[config.mk]
export PLATFORM = sky130hd
export DESIGN_NAME = aacsr_regs
export DESIGN_NICKNAME = d
export VERILOG_FILES = /design/src/include/aacsr_pkg.sv /design/src/design/aacsr_regs.sv /design/src/design/aacsr_sync.sv
export SDC_FILE = /design/constraint.sdc
export NUM_CORES = 1
export LEC_CHECK = 0
export BUFFER_PORTS_ARGS = -buffer_cell sky130_fd_sc_hd__buf_4
export CORE_MARGIN = 2
export CORE_UTILIZATION = 58
export CTS_CLUSTER_DIAMETER = 50
export DETAILED_ROUTE_END_ITERATION = 8
export HOLD_SLACK_MARGIN = 0.12
export PLACE_DENSITY_LB_ADDON = 0.1
export SYNTH_ARGS = -nofsm -noshare
export SYNTH_HDL_FRONTEND = slang
export SYNTH_SLANG_ARGS = --single-unit
[constraint.sdc]
create_clock -name clk -period 5.91 [get_ports clk]
set_clock_uncertainty 0.2 [all_clocks]
set_input_delay 0.8865 -clock clk [delete_from_list [all_inputs] [get_ports clk]]
set_output_delay 0.8865 -clock clk [all_outputs]
set_load 0.005 [all_outputs]
[src/include/aacsr_pkg.sv]
package aacsr_pkg;
  // Register subaddresses.
  localparam logic [7:0] REG_CLOCK_DETECT_STATUS = 8'h00;
  localparam logic [7:0] REG_FIRMWARE_IDENT = 8'h01;
  localparam logic [7:0] REG_STICKY_ERROR_FLAGS = 8'h02;
  localparam logic [7:0] REG_SYSTEM_CONTROL_FIRST = 8'h03;
  localparam logic [7:0] REG_SERIAL_AUDIO_FORMAT = 8'h04;
  localparam logic [7:0] REG_SYSTEM_CONTROL_SECOND = 8'h05;
  // Values after reset.
  localparam logic [7:0] RST_CLOCK_DETECT_STATUS = 8'h6C;
  localparam logic [7:0] RST_STICKY_ERROR_FLAGS = 8'h00;
  localparam logic [7:0] RST_SYSTEM_CONTROL_FIRST = 8'h80;
  localparam logic [7:0] RST_SERIAL_AUDIO_FORMAT = 8'h05;
  localparam logic [7:0] RST_SYSTEM_CONTROL_SECOND = 8'h40;
  // Field positions.
  localparam int SC1_DC_BLOCK_BIT = 7;
  localparam int SC1_HARD_UNMUTE_BIT = 5;
  localparam int SC2_MIDZ_BIT = 7;
  localparam int SC2_SHUTDOWN_BIT = 6;
  localparam int SC2_TERNARY_BIT = 3;
  localparam int SC2_FAULT_OUT_BIT = 1;
  localparam int ERR_MCLK_BIT = 7;
  localparam int ERR_PLL_BIT = 6;
  localparam int ERR_SCLK_BIT = 5;
  localparam int ERR_LRCLK_BIT = 4;
  localparam int ERR_SLIP_BIT = 3;
  localparam int ERR_CLIP_BIT = 2;
  localparam int ERR_PROT_BIT = 1;
  localparam logic [7:0] ERR_USED_MASK = 8'hFE;
  localparam logic [7:0] SC1_USED_MASK = 8'hA3;
  localparam logic [7:0] SC2_USED_MASK = 8'hCA;
  localparam logic [3:0] FMT_LAST_CODE = 4'h8;
  // Sample-rate and ratio status codes.
  localparam logic [2:0] FS_32K = 3'h0;
  localparam logic [2:0] FS_48K = 3'h3;
  localparam logic [2:0] FS_16K = 3'h4;
  localparam logic [2:0] FS_24K = 3'h5;
  localparam logic [2:0] FS_8K = 3'h6;
  localparam logic [2:0] FS_12K = 3'h7;
  localparam logic [2:0] MR_64 = 3'h0;
  localparam logic [2:0] MR_128 = 3'h1;
  localparam logic [2:0] MR_192 = 3'h2;
  localparam logic [2:0] MR_256 = 3'h3;
  localparam logic [2:0] MR_384 = 3'h4;
  localparam logic [2:0] MR_512 = 3'h5;
  // Timing, in the system clock.
  localparam int CLK_HZ = 25_000_000;
  localparam int CLK_PERIOD_NS = 40;
  localparam int FS_EDGE_40K_HZ = 40_000;
  localparam int FS_EDGE_28K_HZ = 28_000;
  localparam int FS_EDGE_20K_HZ = 20_000;
  localparam int FS_EDGE_14K_HZ = 14_000;
  localparam int FS_EDGE_10K_HZ = 10_000;
  localparam int THR_48K_CYC = CLK_HZ / FS_EDGE_40K_HZ;
  localparam int THR_32K_CYC = CLK_HZ / FS_EDGE_28K_HZ;
  localparam int THR_24K_CYC = CLK_HZ / FS_EDGE_20K_HZ;
  localparam int THR_16K_CYC = CLK_HZ / FS_EDGE_14K_HZ;
  localparam int THR_12K_CYC = CLK_HZ / FS_EDGE_10K_HZ;
  localparam int RAMP_STEP_NS = 83_300;
  localparam int RAMP_STEP_CYC = RAMP_STEP_NS / CLK_PERIOD_NS;
  localparam int RAMP_STEPS_DEFAULT = 512;
  localparam logic [11:0] PERIOD_MAX_CYC = 12'hFFF;
  localparam logic [11:0] MEAS_TOL = 12'h001;
  localparam logic [11:0] SLIP_TOL = 12'h002;
  localparam logic [6:0] BUS_ADDR_DEFAULT = 7'h2A;
  // Idle pin levels: control bus and fault pin high, the rest low.
  localparam logic [6:0] SYNC_INIT = 7'h43;
endpackage

[src/design/aacsr_regs.sv]
`timescale 1ns/10ps
`default_nettype none
////////////////////////////////////////////////////////////////////////
// Overview of operation
// - Detect rate and ratio, report in status
// - Rate codes per table, 001/010 unused
// - Ratio codes 64x to 512x, 110/111 unused
// - 64x only valid at 44.1/48 kHz
// - Identification register is read-only
// - Error flags sticky until software clears them
// - Error flag positions bit 7 down to 1
// - Flag master-clock count change per frame
// - Flag bit-clock count change per frame
// - Flag frame-clock change and frame slip
// - Bit 7 enables dc-blocking filter
// - Bit 5 picks hard or soft unmute
// - Two low bits select de-emphasis
// - Nine serial formats, 24-bit I2S default
// - Shutdown bit holds outputs in hard mute
// - Bit 7 enables half-level output ramp
// - Bit 3 enables ternary modulation
// - Bit 1 makes fault pin an output
// - Soft ramp defaults to 512 steps
module aacsr_regs
  import aacsr_pkg::*;
#(
  parameter logic [6:0] BUS_ADDR = BUS_ADDR_DEFAULT,
  // Arbitrary identification value.
  parameter logic [7:0] FW_IDENT = 8'h5A,
  parameter int RAMP_STEPS = RAMP_STEPS_DEFAULT
) (
  // Clock and reset.
  input wire logic clk,
  input wire logic resetn,
  // Serial control bus.
  input wire logic scl,
  input wire logic sda_in,
  output logic sda_out,
  output logic sda_oe,
  // Serial audio clocks.
  input wire logic mclk,
  input wire logic sclk,
  input wire logic lrclk,
  // Events from the output stage.
  input wire logic clip_event,
  input wire logic prot_fault,
  // Fault pin.
  input wire logic fault_n_in,
  output logic fault_n_out,
  output logic fault_n_oe,
  // Settings and state for the audio path.
  output logic dc_block_en,
  output logic hard_unmute,
  output logic [1:0] deemph_sel,
  output logic [3:0] serial_fmt,
  output logic shutdown,
  output logic midz_ramp_en,
  output logic ternary_en,
  output logic audio_mute,
  output logic [11:0] unmute_level
);
  typedef enum logic [3:0] {
    ST_IDLE, ST_ADDR, ST_ADDR_ACK, ST_SUB, ST_SUB_ACK,
    ST_WR, ST_WR_ACK, ST_RD, ST_RD_ACK
  } aacsr_state_t;

  localparam logic [11:0] STEPS = 12'(RAMP_STEPS);
  localparam logic [11:0] STEP_LAST = 12'(RAMP_STEP_CYC - 1);

  logic rst_a_reg, rst_n;
  logic [6:0] raw, lvl, rise, fall;
  aacsr_state_t state_reg;
  logic [3:0] bit_cnt_reg;
  logic [7:0] shift_reg, sub_reg, tx_reg, rd_data;
  logic rw_reg, sda_oe_reg, sda_out_reg;
  logic wr_stb_reg;
  logic [7:0] wr_idx_reg, wr_dat_reg;
  logic [7:0] clk_stat_reg, err_reg, sc1_reg, fmt_reg, sc2_reg;
  logic [9:0] mclk_cnt_reg, mclk_meas_reg;
  logic [7:0] sclk_cnt_reg, sclk_meas_reg;
  logic [11:0] per_cnt_reg, per_meas_reg, fr_cnt_reg;
  logic [1:0] frames_reg;
  logic [2:0] rate_new, ratio_new;
  logic ratio_ok, lr_edge, fr_valid, fr_full;
  logic ev_mclk, ev_sclk, ev_lr, ev_pll, ev_slip, ev_clk;
  logic [7:0] ev_vec;
  logic clk_err_live_reg, audio_mute_reg, fault_oe_reg;
  logic [11:0] level_reg, step_cnt_reg;

  // Distance between two counts beyond a tolerance.
  function automatic logic far(input logic [11:0] a, input logic [11:0] b,
                               input logic [11:0] tol);
    far = (a > b) ? (a - b > tol) : (b - a > tol);
  endfunction

  // Period length in system clocks to sample-rate code.
  function automatic logic [2:0] rate_code(input logic [11:0] p);
    if (p < 12'(THR_48K_CYC)) rate_code = FS_48K;
    else if (p < 12'(THR_32K_CYC)) rate_code = FS_32K;
    else if (p < 12'(THR_24K_CYC)) rate_code = FS_24K;
    else if (p < 12'(THR_16K_CYC)) rate_code = FS_16K;
    else if (p < 12'(THR_12K_CYC)) rate_code = FS_12K;
    else rate_code = FS_8K;
  endfunction

  ////////////////////////////////////////////////////////////////////////
  // Reset release and input synchronisers.
  always_ff @(posedge clk or negedge resetn) begin
    if (!resetn) begin
      rst_a_reg <= 1'b0;
      rst_n <= 1'b0;
    end else begin
      rst_a_reg <= 1'b1;
      rst_n <= rst_a_reg;
    end
  end

  assign raw = {fault_n_in, prot_fault, lrclk, sclk, mclk, sda_in, scl};

  aacsr_sync #(.W(7), .INIT(SYNC_INIT)) u_sync (
    .clk(clk),
    .rst_n(rst_n),
    .async_in(raw),
    .lvl(lvl),
    .rise(rise),
    .fall(fall)
  );

  ////////////////////////////////////////////////////////////////////////
  // Serial control slave: address, subaddress, auto-increment data.
  always_ff @(posedge clk or negedge rst_n) begin
    if (!rst_n) begin
      state_reg <= ST_IDLE;
      bit_cnt_reg <= 4'h0;
      shift_reg <= 8'h00;
      sub_reg <= 8'h00;
      tx_reg <= 8'h00;
      rw_reg <= 1'b0;
      sda_oe_reg <= 1'b0;
      wr_stb_reg <= 1'b0;
      wr_idx_reg <= 8'h00;
      wr_dat_reg <= 8'h00;
    end else begin
      wr_stb_reg <= 1'b0;
      if (fall[1] && lvl[0]) begin
        // A start, repeated or not, resynchronises the byte framing.
        state_reg <= ST_ADDR;
        bit_cnt_reg <= 4'h0;
        sda_oe_reg <= 1'b0;
      end else if (rise[1] && lvl[0]) begin
        state_reg <= ST_IDLE;
        sda_oe_reg <= 1'b0;
      end else if (rise[0]) begin
        if (state_reg == ST_ADDR || state_reg == ST_SUB ||
            state_reg == ST_WR || state_reg == ST_RD_ACK) begin
          shift_reg <= {shift_reg[6:0], lvl[1]};
          bit_cnt_reg <= bit_cnt_reg + 4'h1;
        end
      end else if (fall[0]) begin
        case (state_reg)
          ST_ADDR: begin
            if (bit_cnt_reg == 4'h8) begin
              bit_cnt_reg <= 4'h0;
              rw_reg <= shift_reg[0];
              sda_oe_reg <= (shift_reg[7:1] == BUS_ADDR);
              state_reg <= (shift_reg[7:1] == BUS_ADDR) ? ST_ADDR_ACK
                                                         : ST_IDLE;
            end
          end
          ST_ADDR_ACK, ST_RD_ACK: begin
            // Master acknowledge (low) asks for the next byte.
            if (rw_reg && (state_reg == ST_ADDR_ACK || !shift_reg[0])) begin
              state_reg <= ST_RD;
              tx_reg <= {rd_data[6:0], 1'b0};
              sda_oe_reg <= !rd_data[7];
              bit_cnt_reg <= 4'h1;
            end else begin
              state_reg <= rw_reg ? ST_IDLE : ST_SUB;
              sda_oe_reg <= 1'b0;
              bit_cnt_reg <= 4'h0;
            end
          end
          ST_SUB: begin
            if (bit_cnt_reg == 4'h8) begin
              sub_reg <= shift_reg;
              sda_oe_reg <= 1'b1;
              state_reg <= ST_SUB_ACK;
            end
          end
          ST_WR: begin
            if (bit_cnt_reg == 4'h8) begin
              wr_stb_reg <= 1'b1;
              wr_idx_reg <= sub_reg;
              wr_dat_reg <= shift_reg;
              sda_oe_reg <= 1'b1;
              state_reg <= ST_WR_ACK;
            end
          end
          ST_SUB_ACK, ST_WR_ACK: begin
            if (state_reg == ST_WR_ACK) begin
              sub_reg <= sub_reg + 8'h01;
            end
            sda_oe_reg <= 1'b0;
            bit_cnt_reg <= 4'h0;
            state_reg <= ST_WR;
          end
          ST_RD: begin
            if (bit_cnt_reg == 4'h8) begin
              sub_reg <= sub_reg + 8'h01;
              sda_oe_reg <= 1'b0;
              bit_cnt_reg <= 4'h0;
              state_reg <= ST_RD_ACK;
            end else begin
              sda_oe_reg <= !tx_reg[7];
              tx_reg <= {tx_reg[6:0], 1'b0};
              bit_cnt_reg <= bit_cnt_reg + 4'h1;
            end
          end
          default: state_reg <= ST_IDLE;
        endcase
      end
    end
  end

  // Read mux; unmapped subaddresses read as zero.
  always_comb begin
    case (sub_reg)
      REG_CLOCK_DETECT_STATUS: rd_data = clk_stat_reg;
      REG_FIRMWARE_IDENT: rd_data = FW_IDENT;
      REG_STICKY_ERROR_FLAGS: rd_data = err_reg;
      REG_SYSTEM_CONTROL_FIRST: rd_data = sc1_reg;
      REG_SERIAL_AUDIO_FORMAT: rd_data = fmt_reg;
      REG_SYSTEM_CONTROL_SECOND: rd_data = sc2_reg;
      default: rd_data = 8'h00;
    endcase
  end

  ////////////////////////////////////////////////////////////////////////
  // Writable settings. Reserved bits are masked so they read as zero.
  always_ff @(posedge clk or negedge rst_n) begin
    if (!rst_n) begin
      sc1_reg <= RST_SYSTEM_CONTROL_FIRST;
      fmt_reg <= RST_SERIAL_AUDIO_FORMAT;
      sc2_reg <= RST_SYSTEM_CONTROL_SECOND;
    end else if (wr_stb_reg) begin
      if (wr_idx_reg == REG_SYSTEM_CONTROL_FIRST) begin
        sc1_reg <= wr_dat_reg & SC1_USED_MASK;
      end
      // Reserved format codes are refused; the old format stays.
      if (wr_idx_reg == REG_SERIAL_AUDIO_FORMAT &&
          wr_dat_reg[7:4] == 4'h0 && wr_dat_reg[3:0] <= FMT_LAST_CODE) begin
        fmt_reg <= wr_dat_reg;
      end
      if (wr_idx_reg == REG_SYSTEM_CONTROL_SECOND) begin
        sc2_reg <= wr_dat_reg & SC2_USED_MASK;
      end
    end
  end

  ////////////////////////////////////////////////////////////////////////
  // Per-frame clock measurement, framed by frame-clock rising edges.
  assign lr_edge = rise[4];
  assign fr_valid = frames_reg != 2'd0;
  assign fr_full = frames_reg == 2'd2;

  always_ff @(posedge clk or negedge rst_n) begin
    if (!rst_n) begin
      mclk_cnt_reg <= 10'h000;
      sclk_cnt_reg <= 8'h00;
      per_cnt_reg <= 12'h000;
      mclk_meas_reg <= 10'h000;
      sclk_meas_reg <= 8'h00;
      per_meas_reg <= 12'h000;
      frames_reg <= 2'd0;
    end else if (lr_edge) begin
      mclk_meas_reg <= mclk_cnt_reg;
      sclk_meas_reg <= sclk_cnt_reg;
      per_meas_reg <= per_cnt_reg;
      mclk_cnt_reg <= 10'h000;
      sclk_cnt_reg <= 8'h00;
      per_cnt_reg <= 12'h000;
      frames_reg <= fr_full ? 2'd2 : frames_reg + 2'd1;
    end else if (per_cnt_reg == PERIOD_MAX_CYC) begin
      // A stopped frame clock restarts measurement from scratch.
      frames_reg <= 2'd0;
    end else begin
      mclk_cnt_reg <= mclk_cnt_reg + {9'h000, rise[2] && !(&mclk_cnt_reg)};
      sclk_cnt_reg <= sclk_cnt_reg + {7'h00, rise[3] && !(&sclk_cnt_reg)};
      per_cnt_reg <= per_cnt_reg + 12'h001;
    end
  end

  // Master-clock count to ratio code; off-grid counts are not accepted.
  always_comb begin
    ratio_ok = 1'b1;
    ratio_new = MR_256;
    if (!far({2'b00, mclk_cnt_reg}, 12'd64, MEAS_TOL)) ratio_new = MR_64;
    else if (!far({2'b00, mclk_cnt_reg}, 12'd128, MEAS_TOL))
      ratio_new = MR_128;
    else if (!far({2'b00, mclk_cnt_reg}, 12'd192, MEAS_TOL))
      ratio_new = MR_192;
    else if (!far({2'b00, mclk_cnt_reg}, 12'd256, MEAS_TOL))
      ratio_new = MR_256;
    else if (!far({2'b00, mclk_cnt_reg}, 12'd384, MEAS_TOL))
      ratio_new = MR_384;
    else if (!far({2'b00, mclk_cnt_reg}, 12'd512, MEAS_TOL))
      ratio_new = MR_512;
    else ratio_ok = 1'b0;
    rate_new = rate_code(per_cnt_reg);
    if (ratio_new == MR_64 && rate_new != FS_48K) ratio_ok = 1'b0;
  end

  // Clock error events; the frame sync freewheels to expose slips.
  assign ev_mclk = lr_edge && fr_full && far({2'b00, mclk_cnt_reg},
                   {2'b00, mclk_meas_reg}, MEAS_TOL);
  assign ev_sclk = lr_edge && fr_full && far({4'h0, sclk_cnt_reg},
                   {4'h0, sclk_meas_reg}, MEAS_TOL);
  assign ev_lr = (lr_edge && fr_full &&
                  far(per_cnt_reg, per_meas_reg, MEAS_TOL)) ||
                 per_cnt_reg == PERIOD_MAX_CYC - 12'h001;
  assign ev_slip = lr_edge && fr_full && !ev_lr && fr_cnt_reg > SLIP_TOL &&
                   fr_cnt_reg + SLIP_TOL < per_meas_reg;
  assign ev_pll = lr_edge && fr_valid && !ratio_ok;
  assign ev_clk = ev_mclk || ev_sclk || ev_lr || ev_slip || ev_pll;
  assign ev_vec = {ev_mclk, ev_pll, ev_sclk, ev_lr, ev_slip, clip_event,
                   lvl[5] || (!lvl[6] && !sc2_reg[SC2_FAULT_OUT_BIT]),
                   1'b0};

  always_ff @(posedge clk or negedge rst_n) begin
    if (!rst_n) begin
      fr_cnt_reg <= 12'h000;
    end else if (lr_edge && (!fr_full || ev_slip || ev_lr)) begin
      fr_cnt_reg <= 12'h000;
    end else if (fr_cnt_reg == per_meas_reg) begin
      fr_cnt_reg <= 12'h000;
    end else begin
      fr_cnt_reg <= fr_cnt_reg + 12'h001;
    end
  end

  // Detected status updates only on an accepted frame, from the second frame edge on.
  always_ff @(posedge clk or negedge rst_n) begin
    if (!rst_n) begin
      clk_stat_reg <= RST_CLOCK_DETECT_STATUS;
    end else if (lr_edge && fr_valid && ratio_ok) begin
      clk_stat_reg <= {rate_new, ratio_new, 2'b00};
    end
  end

  ////////////////////////////////////////////////////////////////////////
  // Sticky flags: only a write of zero clears, and a new event wins.
  always_ff @(posedge clk or negedge rst_n) begin
    if (!rst_n) begin
      err_reg <= RST_STICKY_ERROR_FLAGS;
    end else if (wr_stb_reg && wr_idx_reg == REG_STICKY_ERROR_FLAGS) begin
      err_reg <= ((err_reg & wr_dat_reg) | ev_vec) & ERR_USED_MASK;
    end else begin
      err_reg <= (err_reg | ev_vec) & ERR_USED_MASK;
    end
  end

  ////////////////////////////////////////////////////////////////////////
  // Live clock error: held until one clean full frame is seen.
  always_ff @(posedge clk or negedge rst_n) begin
    if (!rst_n) begin
      clk_err_live_reg <= 1'b0;
      audio_mute_reg <= 1'b1;
    end else begin
      if (ev_clk) begin
        clk_err_live_reg <= 1'b1;
      end else if (lr_edge && fr_full) begin
        clk_err_live_reg <= 1'b0;
      end
      audio_mute_reg <= clk_err_live_reg || sc2_reg[SC2_SHUTDOWN_BIT];
    end
  end

  // Unmute level: zero while muted, then a step ramp or one jump.
  always_ff @(posedge clk or negedge rst_n) begin
    if (!rst_n) begin
      level_reg <= 12'h000;
      step_cnt_reg <= 12'h000;
    end else if (audio_mute_reg) begin
      level_reg <= 12'h000;
      step_cnt_reg <= 12'h000;
    end else if (level_reg != STEPS) begin
      if (sc1_reg[SC1_HARD_UNMUTE_BIT]) begin
        level_reg <= STEPS;
      end else if (step_cnt_reg == STEP_LAST) begin
        step_cnt_reg <= 12'h000;
        level_reg <= level_reg + 12'h001;
      end else begin
        step_cnt_reg <= step_cnt_reg + 12'h001;
      end
    end
  end

  // Fault pin drives low only in output mode with a live fault.
  always_ff @(posedge clk or negedge rst_n) begin
    if (!rst_n) begin
      fault_oe_reg <= 1'b0;
      sda_out_reg <= 1'b0;
    end else begin
      fault_oe_reg <= sc2_reg[SC2_FAULT_OUT_BIT] && lvl[5];
      sda_out_reg <= 1'b0;
    end
  end

  assign sda_out = sda_out_reg;
  assign sda_oe = sda_oe_reg;
  assign fault_n_out = sda_out_reg;
  assign fault_n_oe = fault_oe_reg;
  assign dc_block_en = sc1_reg[SC1_DC_BLOCK_BIT];
  assign hard_unmute = sc1_reg[SC1_HARD_UNMUTE_BIT];
  assign deemph_sel = sc1_reg[1:0];
  assign serial_fmt = fmt_reg[3:0];
  assign shutdown = sc2_reg[SC2_SHUTDOWN_BIT];
  assign midz_ramp_en = sc2_reg[SC2_MIDZ_BIT];
  assign ternary_en = sc2_reg[SC2_TERNARY_BIT];
  assign audio_mute = audio_mute_reg;
  assign unmute_level = level_reg;

  ////////////////////////////////////////////////////////////////////////
  // Checks on the behaviour above.
  a_err_sticky: assert property (@(posedge clk) disable iff (!rst_n)
    !(wr_stb_reg && wr_idx_reg == REG_STICKY_ERROR_FLAGS) |=>
    (err_reg & $past(err_reg)) == $past(err_reg))
    else $error("sticky flag dropped without a write");
  a_set_wins: assert property (@(posedge clk) disable iff (!rst_n)
    ev_vec != 8'h00 |=> (err_reg & $past(ev_vec)) == $past(ev_vec))
    else $error("error event lost");
  a_mclk_flag: assert property (@(posedge clk) disable iff (!rst_n)
    ev_mclk |=> err_reg[ERR_MCLK_BIT])
    else $error("master clock change not flagged");
  a_sclk_flag: assert property (@(posedge clk) disable iff (!rst_n)
    ev_sclk |=> err_reg[ERR_SCLK_BIT] && clk_err_live_reg)
    else $error("bit clock change not flagged");
  a_ratio_64x: assert property (@(posedge clk) disable iff (!rst_n)
    clk_stat_reg[4:2] == MR_64 |-> clk_stat_reg[7:5] == FS_48K)
    else $error("64x reported outside 44.1/48 kHz");
  a_codes_legal: assert property (@(posedge clk) disable iff (!rst_n)
    clk_stat_reg[7:5] != 3'h1 && clk_stat_reg[7:5] != 3'h2 &&
    clk_stat_reg[4:2] < 3'h6 && clk_stat_reg[1:0] == 2'b00)
    else $error("reserved clock status code");
  a_ident_write: assert property (@(posedge clk) disable iff (!rst_n)
    wr_stb_reg && wr_idx_reg == REG_FIRMWARE_IDENT |=>
    $stable(sc1_reg) && $stable(fmt_reg) && $stable(sc2_reg))
    else $error("write to identification changed a setting");
  a_mute_clkerr: assert property (@(posedge clk) disable iff (!rst_n)
    clk_err_live_reg |=> audio_mute_reg ##1 level_reg == 12'h000)
    else $error("audio not muted on clock error");
  a_shutdown_mute: assert property (@(posedge clk) disable iff (!rst_n)
    sc2_reg[SC2_SHUTDOWN_BIT] |=> audio_mute_reg)
    else $error("shutdown without mute");
  a_hard_jump: assert property (@(posedge clk) disable iff (!rst_n)
    !audio_mute_reg && sc1_reg[SC1_HARD_UNMUTE_BIT] && level_reg != STEPS
    |=> level_reg == STEPS || audio_mute_reg)
    else $error("hard unmute took more than one step");
  a_soft_step: assert property (@(posedge clk) disable iff (!rst_n)
    !audio_mute_reg && !sc1_reg[SC1_HARD_UNMUTE_BIT] && level_reg != STEPS
    |=> level_reg == $past(level_reg) || level_reg == 12'h000 ||
        level_reg == $past(level_reg) + 12'h001)
    else $error("soft ramp skipped a step");
  a_fault_pin: assert property (@(posedge clk) disable iff (!rst_n)
    fault_oe_reg |-> $past(sc2_reg[SC2_FAULT_OUT_BIT]))
    else $error("fault pin driven in input mode");
endmodule
`default_nettype wire

[src/design/aacsr_sync.sv]
`timescale 1ns/10ps
`default_nettype none
module aacsr_sync #(
  parameter int W = 7,
  parameter logic [W-1:0] INIT = '0
) (
  // Clock and reset.
  input wire logic clk,
  input wire logic rst_n,
  // Raw inputs from outside the clock domain.
  input wire logic [W-1:0] async_in,
  // Synchronised level and edges.
  output logic [W-1:0] lvl,
  output logic [W-1:0] rise,
  output logic [W-1:0] fall
);
  logic [W-1:0] s1_reg;
  logic [W-1:0] s2_reg;
  logic [W-1:0] s3_reg;

  // Two stages against metastability, a third only for edge finding.
  always_ff @(posedge clk or negedge rst_n) begin
    if (!rst_n) begin
      s1_reg <= INIT;
      s2_reg <= INIT;
      s3_reg <= INIT;
    end else begin
      s1_reg <= async_in;
      s2_reg <= s1_reg;
      s3_reg <= s2_reg;
    end
  end

  // Edges compare the settled stages only.
  assign lvl = s2_reg;
  assign rise = s2_reg & ~s3_reg;
  assign fall = ~s2_reg & s3_reg;
endmodule
`default_nettype wire

==> results.py, run 1 <==
metrics = {
    "synth": {
        "async_flop_share_pct": 100,
        "ys.warnings.count": 0,
        "synth_area_leader_cell": "dfrtp_1",
        "synth-seq-cells": 201,
        "ys_seq_area_share_pct": 36.5,
        "yosysMostFrequentCell": "dfrtp_1",
        "ys_top_cells_by_count": "dfrtp_1, nor2_1, nand2_1",
        "syn_inst": 1564,
        "synth_top_area_share_pct": 33.3,
        "synth-edff-count": 0,
        "synth_area_leaders": "dfrtp_1, ha_1, o21ai_0",
        "synth-main-ff-cell": "dfrtp_1",
        "avgSynthCellArea_sq_um": 8.84,
        "ys_types": 97,
        "synthesis.area_sq_mm": 0.0138,
    },
    "run_status": {
        "outcome": "complete, no violations",
    },
    "grt": {
        "grt_max_degree": 178,
        "antenna_found_initial": 0,
        "grt_pass1_wl_um": 53800,
        "grt_overflow": 0,
        "first_global_vias": 10709,
        "globalRouteTotalUtil_pct": 26.3,
    },
    "power": {
        "p_comb_share_pct": 31.5,
        "pwr-share-clk_pct": 36.0,
        "internal_power_uw": 3370,
        "pwr-share-seq_pct": 32.6,
        "power.density_mw_per_mm2": 339,
        "swShare_pct": 34.7,
        "ir_worst_vdd_v": 0.000256,
        "p_switching_uw": 1790,
        "p_leak_uw": 0.00682,
    },
    "sta": {
        "fin_ws_ns": 1.90,
        "rsz0062_at_grt": "no",
        "worst_pin_slew_ns": 1.18,
        "hold_viol_final": 0,
        "finalSetupViolations": 0,
        "fin_crit_sh_pct": 67.9,
        "max_slew_margin_pct": 20.6,
        "slew_violations": 0,
        "worst_hold_slack_ns": 0.122,
        "fmax_ghz": 0.249,
        "setup_tns_ns": 0,
        "period_needed_ns": 4.01,
    },
    "cts": {
        "htreeDepth": 1,
        "clock-sinks": 201,
        "cts_buffer_depth": 3,
        "cts.clk_slew.worst_paths_ns": 0.06,
        "ctsResizeCount": 0,
        "cts_setup_buffers": 0,
        "cts_buffers": 30,
        "cts_tree": "built",
        "root_buffer": "clkbuf_16",
        "clock_latency_ns": 0.56,
    },
    "routing": {
        "ant_nets": 0,
        "vias_per_cell": 6.00,
        "detail_route.iter0.violations": 906,
        "wl_per_cell_um": 17.2,
        "firstDrtPassIters": 5,
        "drc_errors": 0,
        "vias": 11397,
        "routed_wl_um": 32700,
    },
    "critical_path": {
        "cpPeakStageDelay_ns": 1.00,
        "crit_type": "register to register",
        "crit_chain": "nand3_1, nor2_1, xor2_1, ha_1, nor4_1, a211o_1, o311ai_0, a21oi_1, a41o_1, nor3_1",
        "worst_setup_path_end_kind": "register",
        "cp.arrival_ns": 4.27,
        "cpMaxStageDelayCell": "o311ai_0",
        "start_kind": "register",
        "required_ns": 6.17,
        "cp_max_fo": 12,
    },
    "flow_run": {
        "maxCapViolations": 0,
    },
    "final_layout": {
        "area.sequential_sq_mm": 0.00505,
        "layout-drive-gt1-share_pct": 12.2,
        "multiInputGateArea_sq_mm": 0.00796,
        "instances_no_fill": 1900,
        "final_util_pct": 65.0,
        "fillers": 2021,
        "fin_nets": 1679,
        "diodes": 0,
        "syn2layout_area_growth_pct": 10.1,
    },
    "die": {
        "dieWidth_um": 158,
        "start_util_pct": 59.1,
        "die_area_sq_mm": 0.0251,
        "die_h_um": 158,
        "core.rowCount": 56,
        "ioPinCount": 38,
        "coreArea_sq_mm": 0.0234,
    },
    "placement": {
        "port_buffers": 35,
        "hpwl_um": 23300,
        "pre_cts_ws_ns": 1.87,
        "dp_cells": 1842,
        "gp_congestion": 0.925,
    },
    "hold_path": {
        "hold_class": "register to async pin",
    },
}
==> layout by cell type (no fill, tap or decap), drive strengths merged, types with 39 or more instances in the layout <==
master,count
dfrtp,184
nor2,143
nand2,123
inv,118
o21ai,115
ha,106
a21oi,104
nand3,53
nor3,51
xnor2,49
mux2,40
buf,39
==> layout make-up <==
class | instances | share of cell area [%]
clock buffer | 36 | 5.34
clock inverter | 20 | 1.66
inverter | 110 | 2.71
multi-input combinational | 1173 | 52.3
sequential | 201 | 33.2
tap | 319 | 2.62
timing repair buffer | 41 | 2.14
==> critical path, delay by kind of cell (launching register included) <==
kind	cells	cell delay, ns
xor gates and xnor gates	1	0.19
AOI/OAI and AO/OA	4	1.96
DFF	1	0.57
adders and majority gates	1	0.25
and+or+nand+nor	4	0.74
==> power groups by stage <==
stage	logic, uW	registers, uW	clock network [uW]
after detailed placement	1590	1700	0
after floorplan	1290	1650	0
after global routing	1810	1700	1940
after CTS	1610	1680	1880
final	1620	1680	1850
after global placement	1590	1700	0
==> per-stage QoR <==
| step | power (uW) | cell area [sq um] |
|---|---|---|
| floorplan | 2940 | 13800 |
| global placement | 3280 | 14100 |
| detailed placement | 3290 | 14100 |
| CTS | 5160 | 15200 |
| global route | 5450 | 15200 |
| finish | 5150 | 15200 |
==> path summary, 6_finish.rpt <==
kind,from,to,slack [ns],depth (start not counted)
max,fr_cnt_reg[3],fr_cnt_reg[11],1.90,10
min,rst_n,sc1_reg[7],0.12,0
max reg2reg,fr_cnt_reg[3],fr_cnt_reg[11],1.90,10
min reg2reg,rst_n,sc1_reg[7],0.12,0
max in group asynchronous,rst_n,tx_reg[6],4.05,1
min in group clk,u_sync.s1_reg[4],u_sync.lvl[4],0.15,0
==> what timing repair did <==
item,4_1_cts,5_1_grt
endpoints found under the hold margin,22,0
hold buffers,2,0
endpoints found under the setup margin,0,0
==> logic make-up after synthesis <==
group | Yosys count | synth area share, %
simple gates | 547 | 20.3
compound gates | 388 | 18.0
mux | 47 | 3.85
buf+inv | 191 | 5.95
flops | 201 | 36.5
fa+ha+maj | 112 | 10.5
other cells | 2 | 0.0543
xor+xnor | 76 | 4.82
==> metal layers <==
metal / track usage, % / up-vias / share of wire, %
met2: 42.8 / 316 / 46
met1: 37.2 / 5481 / 47
met5: 0 / - / 0
met4: 6.99 / 0 / 2.2
li1: - / 5549 / -
met3: 3.16 / 51 / 4.9
Power figures use the tool's default switching activity.
==> run 2: changes to the inputs <==
==> constraint.sdc (replaced) <==
create_clock -name clk -period 3.43 [get_ports clk]
set_clock_uncertainty 0.2 [all_clocks]
set_input_delay 0.5145 -clock clk [delete_from_list [all_inputs] [get_ports clk]]
set_output_delay 0.5145 -clock clk [all_outputs]
set_load 0.005 [all_outputs]
==> run 2 against run 1 <==
Critical path depth rose by 1. Flip-flop and latch count did not move. Register-to-register slack got worse by 1.7 ns. Critical endpoint is now clk_err_live_reg. Via count rose by 2.5%. Largest cell class unchanged.
==> results.py, run 2 (same netlist as run 1, synthesis figures left out) <==
metrics = {
    "power": {
        "pwr-share-seq_pct": 32.8,
        "p_switching_uw": 2990,
        "totalPowerFinal_uw": 8680,
        "power.density_mw_per_mm2": 555,
        "swShare_pct": 34.5,
        "p_comb_share_pct": 34.5,
        "internal_power_uw": 5680,
        "pwr-share-clk_pct": 32.7,
        "p_leak_uw": 0.00706,
        "ir_worst_vdd_v": 0.000397,
    },
    "sta": {
        "finalSetupViolations": 0,
        "worst_pin_slew_ns": 0.877,
        "period_needed_ns": 3.24,
        "fmax_ghz": 0.308,
        "hold_viol_final": 0,
        "max_slew_margin_pct": 41.5,
        "setup_tns_ns": 0,
        "fin_crit_sh_pct": 94.5,
        "slew_violations": 0,
        "rsz0062_at_grt": "no",
    },
    "hold_path": {
        "hold_path_end": "u_sync.lvl[3]",
        "hold_class": "register to register",
        "hp-start": "u_sync.s1_reg[3]",
        "hold_depth": 0,
    },
    "die": {
        "ioPinCount": 38,
        "dieWidth_um": 158,
        "core.rowCount": 56,
        "coreArea_sq_mm": 0.0234,
        "die_area_sq_mm": 0.0251,
        "start_util_pct": 59.1,
        "die_h_um": 158,
    },
    "flow_run": {
        "maxCapViolations": 0,
    },
    "cts": {
        "cts_tree": "built",
        "clock_latency_ns": 0.55,
        "root_buffer": "clkbuf_16",
        "cts.clk_slew.worst_paths_ns": 0.06,
        "cts_buffer_depth": 3,
        "clock-sinks": 201,
        "htreeDepth": 1,
        "cts_buffers": 28,
    },
    "final_layout": {
        "layout_common_cells": "dfrtp_1, nor2_1, nand2_1, inv_1, o21ai_0",
        "fillers": 2028,
        "fin_nets": 1742,
        "syn2layout_area_growth_pct": 13.1,
        "final_common_cell": "dfrtp_1",
        "diodes": 0,
        "layout-drive-gt1-share_pct": 15.1,
    },
    "critical_path": {
        "r2r-end": "clk_err_live_reg",
        "start_kind": "register",
        "cp.arrival_ns": 3.46,
        "reg2reg_from": "mclk_cnt_reg[3]",
        "worst_setup_path_end_kind": "register",
        "reg2regPathDepth": 11,
        "crit_type": "register to register",
        "reg2reg_slack_ns": 0.19,
        "cp_max_fo": 10,
        "required_ns": 3.65,
    },
    "placement": {
        "hpwl_um": 24600,
        "port_buffers": 35,
        "gp_congestion": 0.923,
    },
    "run_status": {
        "outcome": "complete, no violations",
    },
    "routing": {
        "detail_route.iter0.violations": 975,
        "wl_per_cell_um": 17.2,
        "drc_errors": 0,
        "ant_nets": 0,
        "firstDrtPassIters": 6,
        "routed_wl_um": 33700,
        "vias": 11685,
        "vias_per_cell": 5.96,
    },
    "grt": {
        "antenna_found_initial": 0,
        "globalRouteTotalUtil_pct": 27.8,
        "grt_max_degree": 95,
        "grt_overflow": 0,
        "grt_pass1_wl_um": 56700,
        "first_global_vias": 11228,
    },
}
run 2: cell count changes in the layout (fill, tap and decap cells not counted), moves of 2 or more:
cell / delta
buf_4: +56
dlygate4sd3_1: +8
inv_8: -5
clkbuf_1: +4
bufinv_16: -2
clkbuf_16: -2
clkinvlp_4: +2
dfrtp_1: -2
dfrtp_2: +2
ha_1: -2
ha_2: +2
run 2: critical path, cell delays in order, from the launching register on:
cell and delay, ns:
dfrtp_1 0.50, inv_1 0.17, ha_2 0.45, o21ai_0 0.11, a21oi_1 0.25, o21ai_0 0.11, or4b_2 0.66, o311ai_0 0.13
a31oi_1 0.14, o31ai_1 0.11, buf_4 0.18, nand4_1 0.10
run 2: layout make-up:
type	count	area, sq um	share of cell area, %
Clock inverter	13	138	0.881
Sequential cell	201	5060	32.4
Tap cell	319	399	2.55
Multi-Input combinational cell	1173	7980	51.1
Inverter	110	413	2.64
Timing Repair Buffer	106	846	5.41
Clock buffer	39	792	5.07
run 2: repair_timing:
item                                    CTS  global route
buffers inserted                          0             2
gates resized for setup                   1             8
hold buffers                             10             0
endpoints found under the setup margin   12            15
hold endpoints to repair                 10             0
pin swaps                                 0             4
run 2: metal layers:
| layer | share of wire, % | global-route usage [%] | vias to the layer above |
|---|---|---|---|
| met5 | 0 | 0 | - |
| met1 | 45 | 38.6 | 5597 |
| met4 | 2.7 | 8.28 | 0 |
| met3 | 5.1 | 3.65 | 65 |
| li1 | - | - | 5675 |
| met2 | 47 | 45.5 | 348 |
run 2: metrics by stage:
| stage | utilization, % | cell area (sq um) | instances | worst slack, ns | hold slack [ns] |
|---|---|---|---|---|---|
| finish | 66.8 | 15600 | 1961 | 0.187 | 0.135 |
| CTS | 66.6 | 15600 | 1959 | 0.0178 | 0.136 |
| floorplan | - | 13800 | 1565 | 0.151 | 0.0189 |
| detailed placement | 62.1 | 14500 | 1897 | -0.269 | 0.0989 |
| global placement | 62.1 | 14500 | 1897 | -0.236 | 0.0973 |
| global route | 66.8 | 15600 | 1961 | 0.00182 | 0.149 |
run 2: how the worst max path moves through the flow:
stage / slack (ns) / start / end
final: 0.19 / mclk_cnt_reg[3] / clk_err_live_reg
after global placement: -0.24 / per_cnt_reg[0] / fr_cnt_reg[2]
after CTS: 0.02 / per_cnt_reg[0] / fr_cnt_reg[2]
after floorplan: 0.15 / fr_cnt_reg[4] / fr_cnt_reg[3]
after global routing: 0.002 / per_meas_reg[0] / fr_cnt_reg[11]
after detailed placement: -0.27 / per_cnt_reg[0] / fr_cnt_reg[2]
run 2: power by group through the flow:
| stage | Sequential [uW] | Clock, uW | Combinational, uW |
|---|---|---|---|
| after global placement | 2870 | 0 | 2890 |
| after detailed placement | 2880 | 0 | 2920 |
| after floorplan | 2840 | 0 | 2220 |
| after global routing | 2890 | 2980 | 3330 |
| final | 2850 | 2830 | 2990 |
| after CTS | 2850 | 2880 | 2950 |
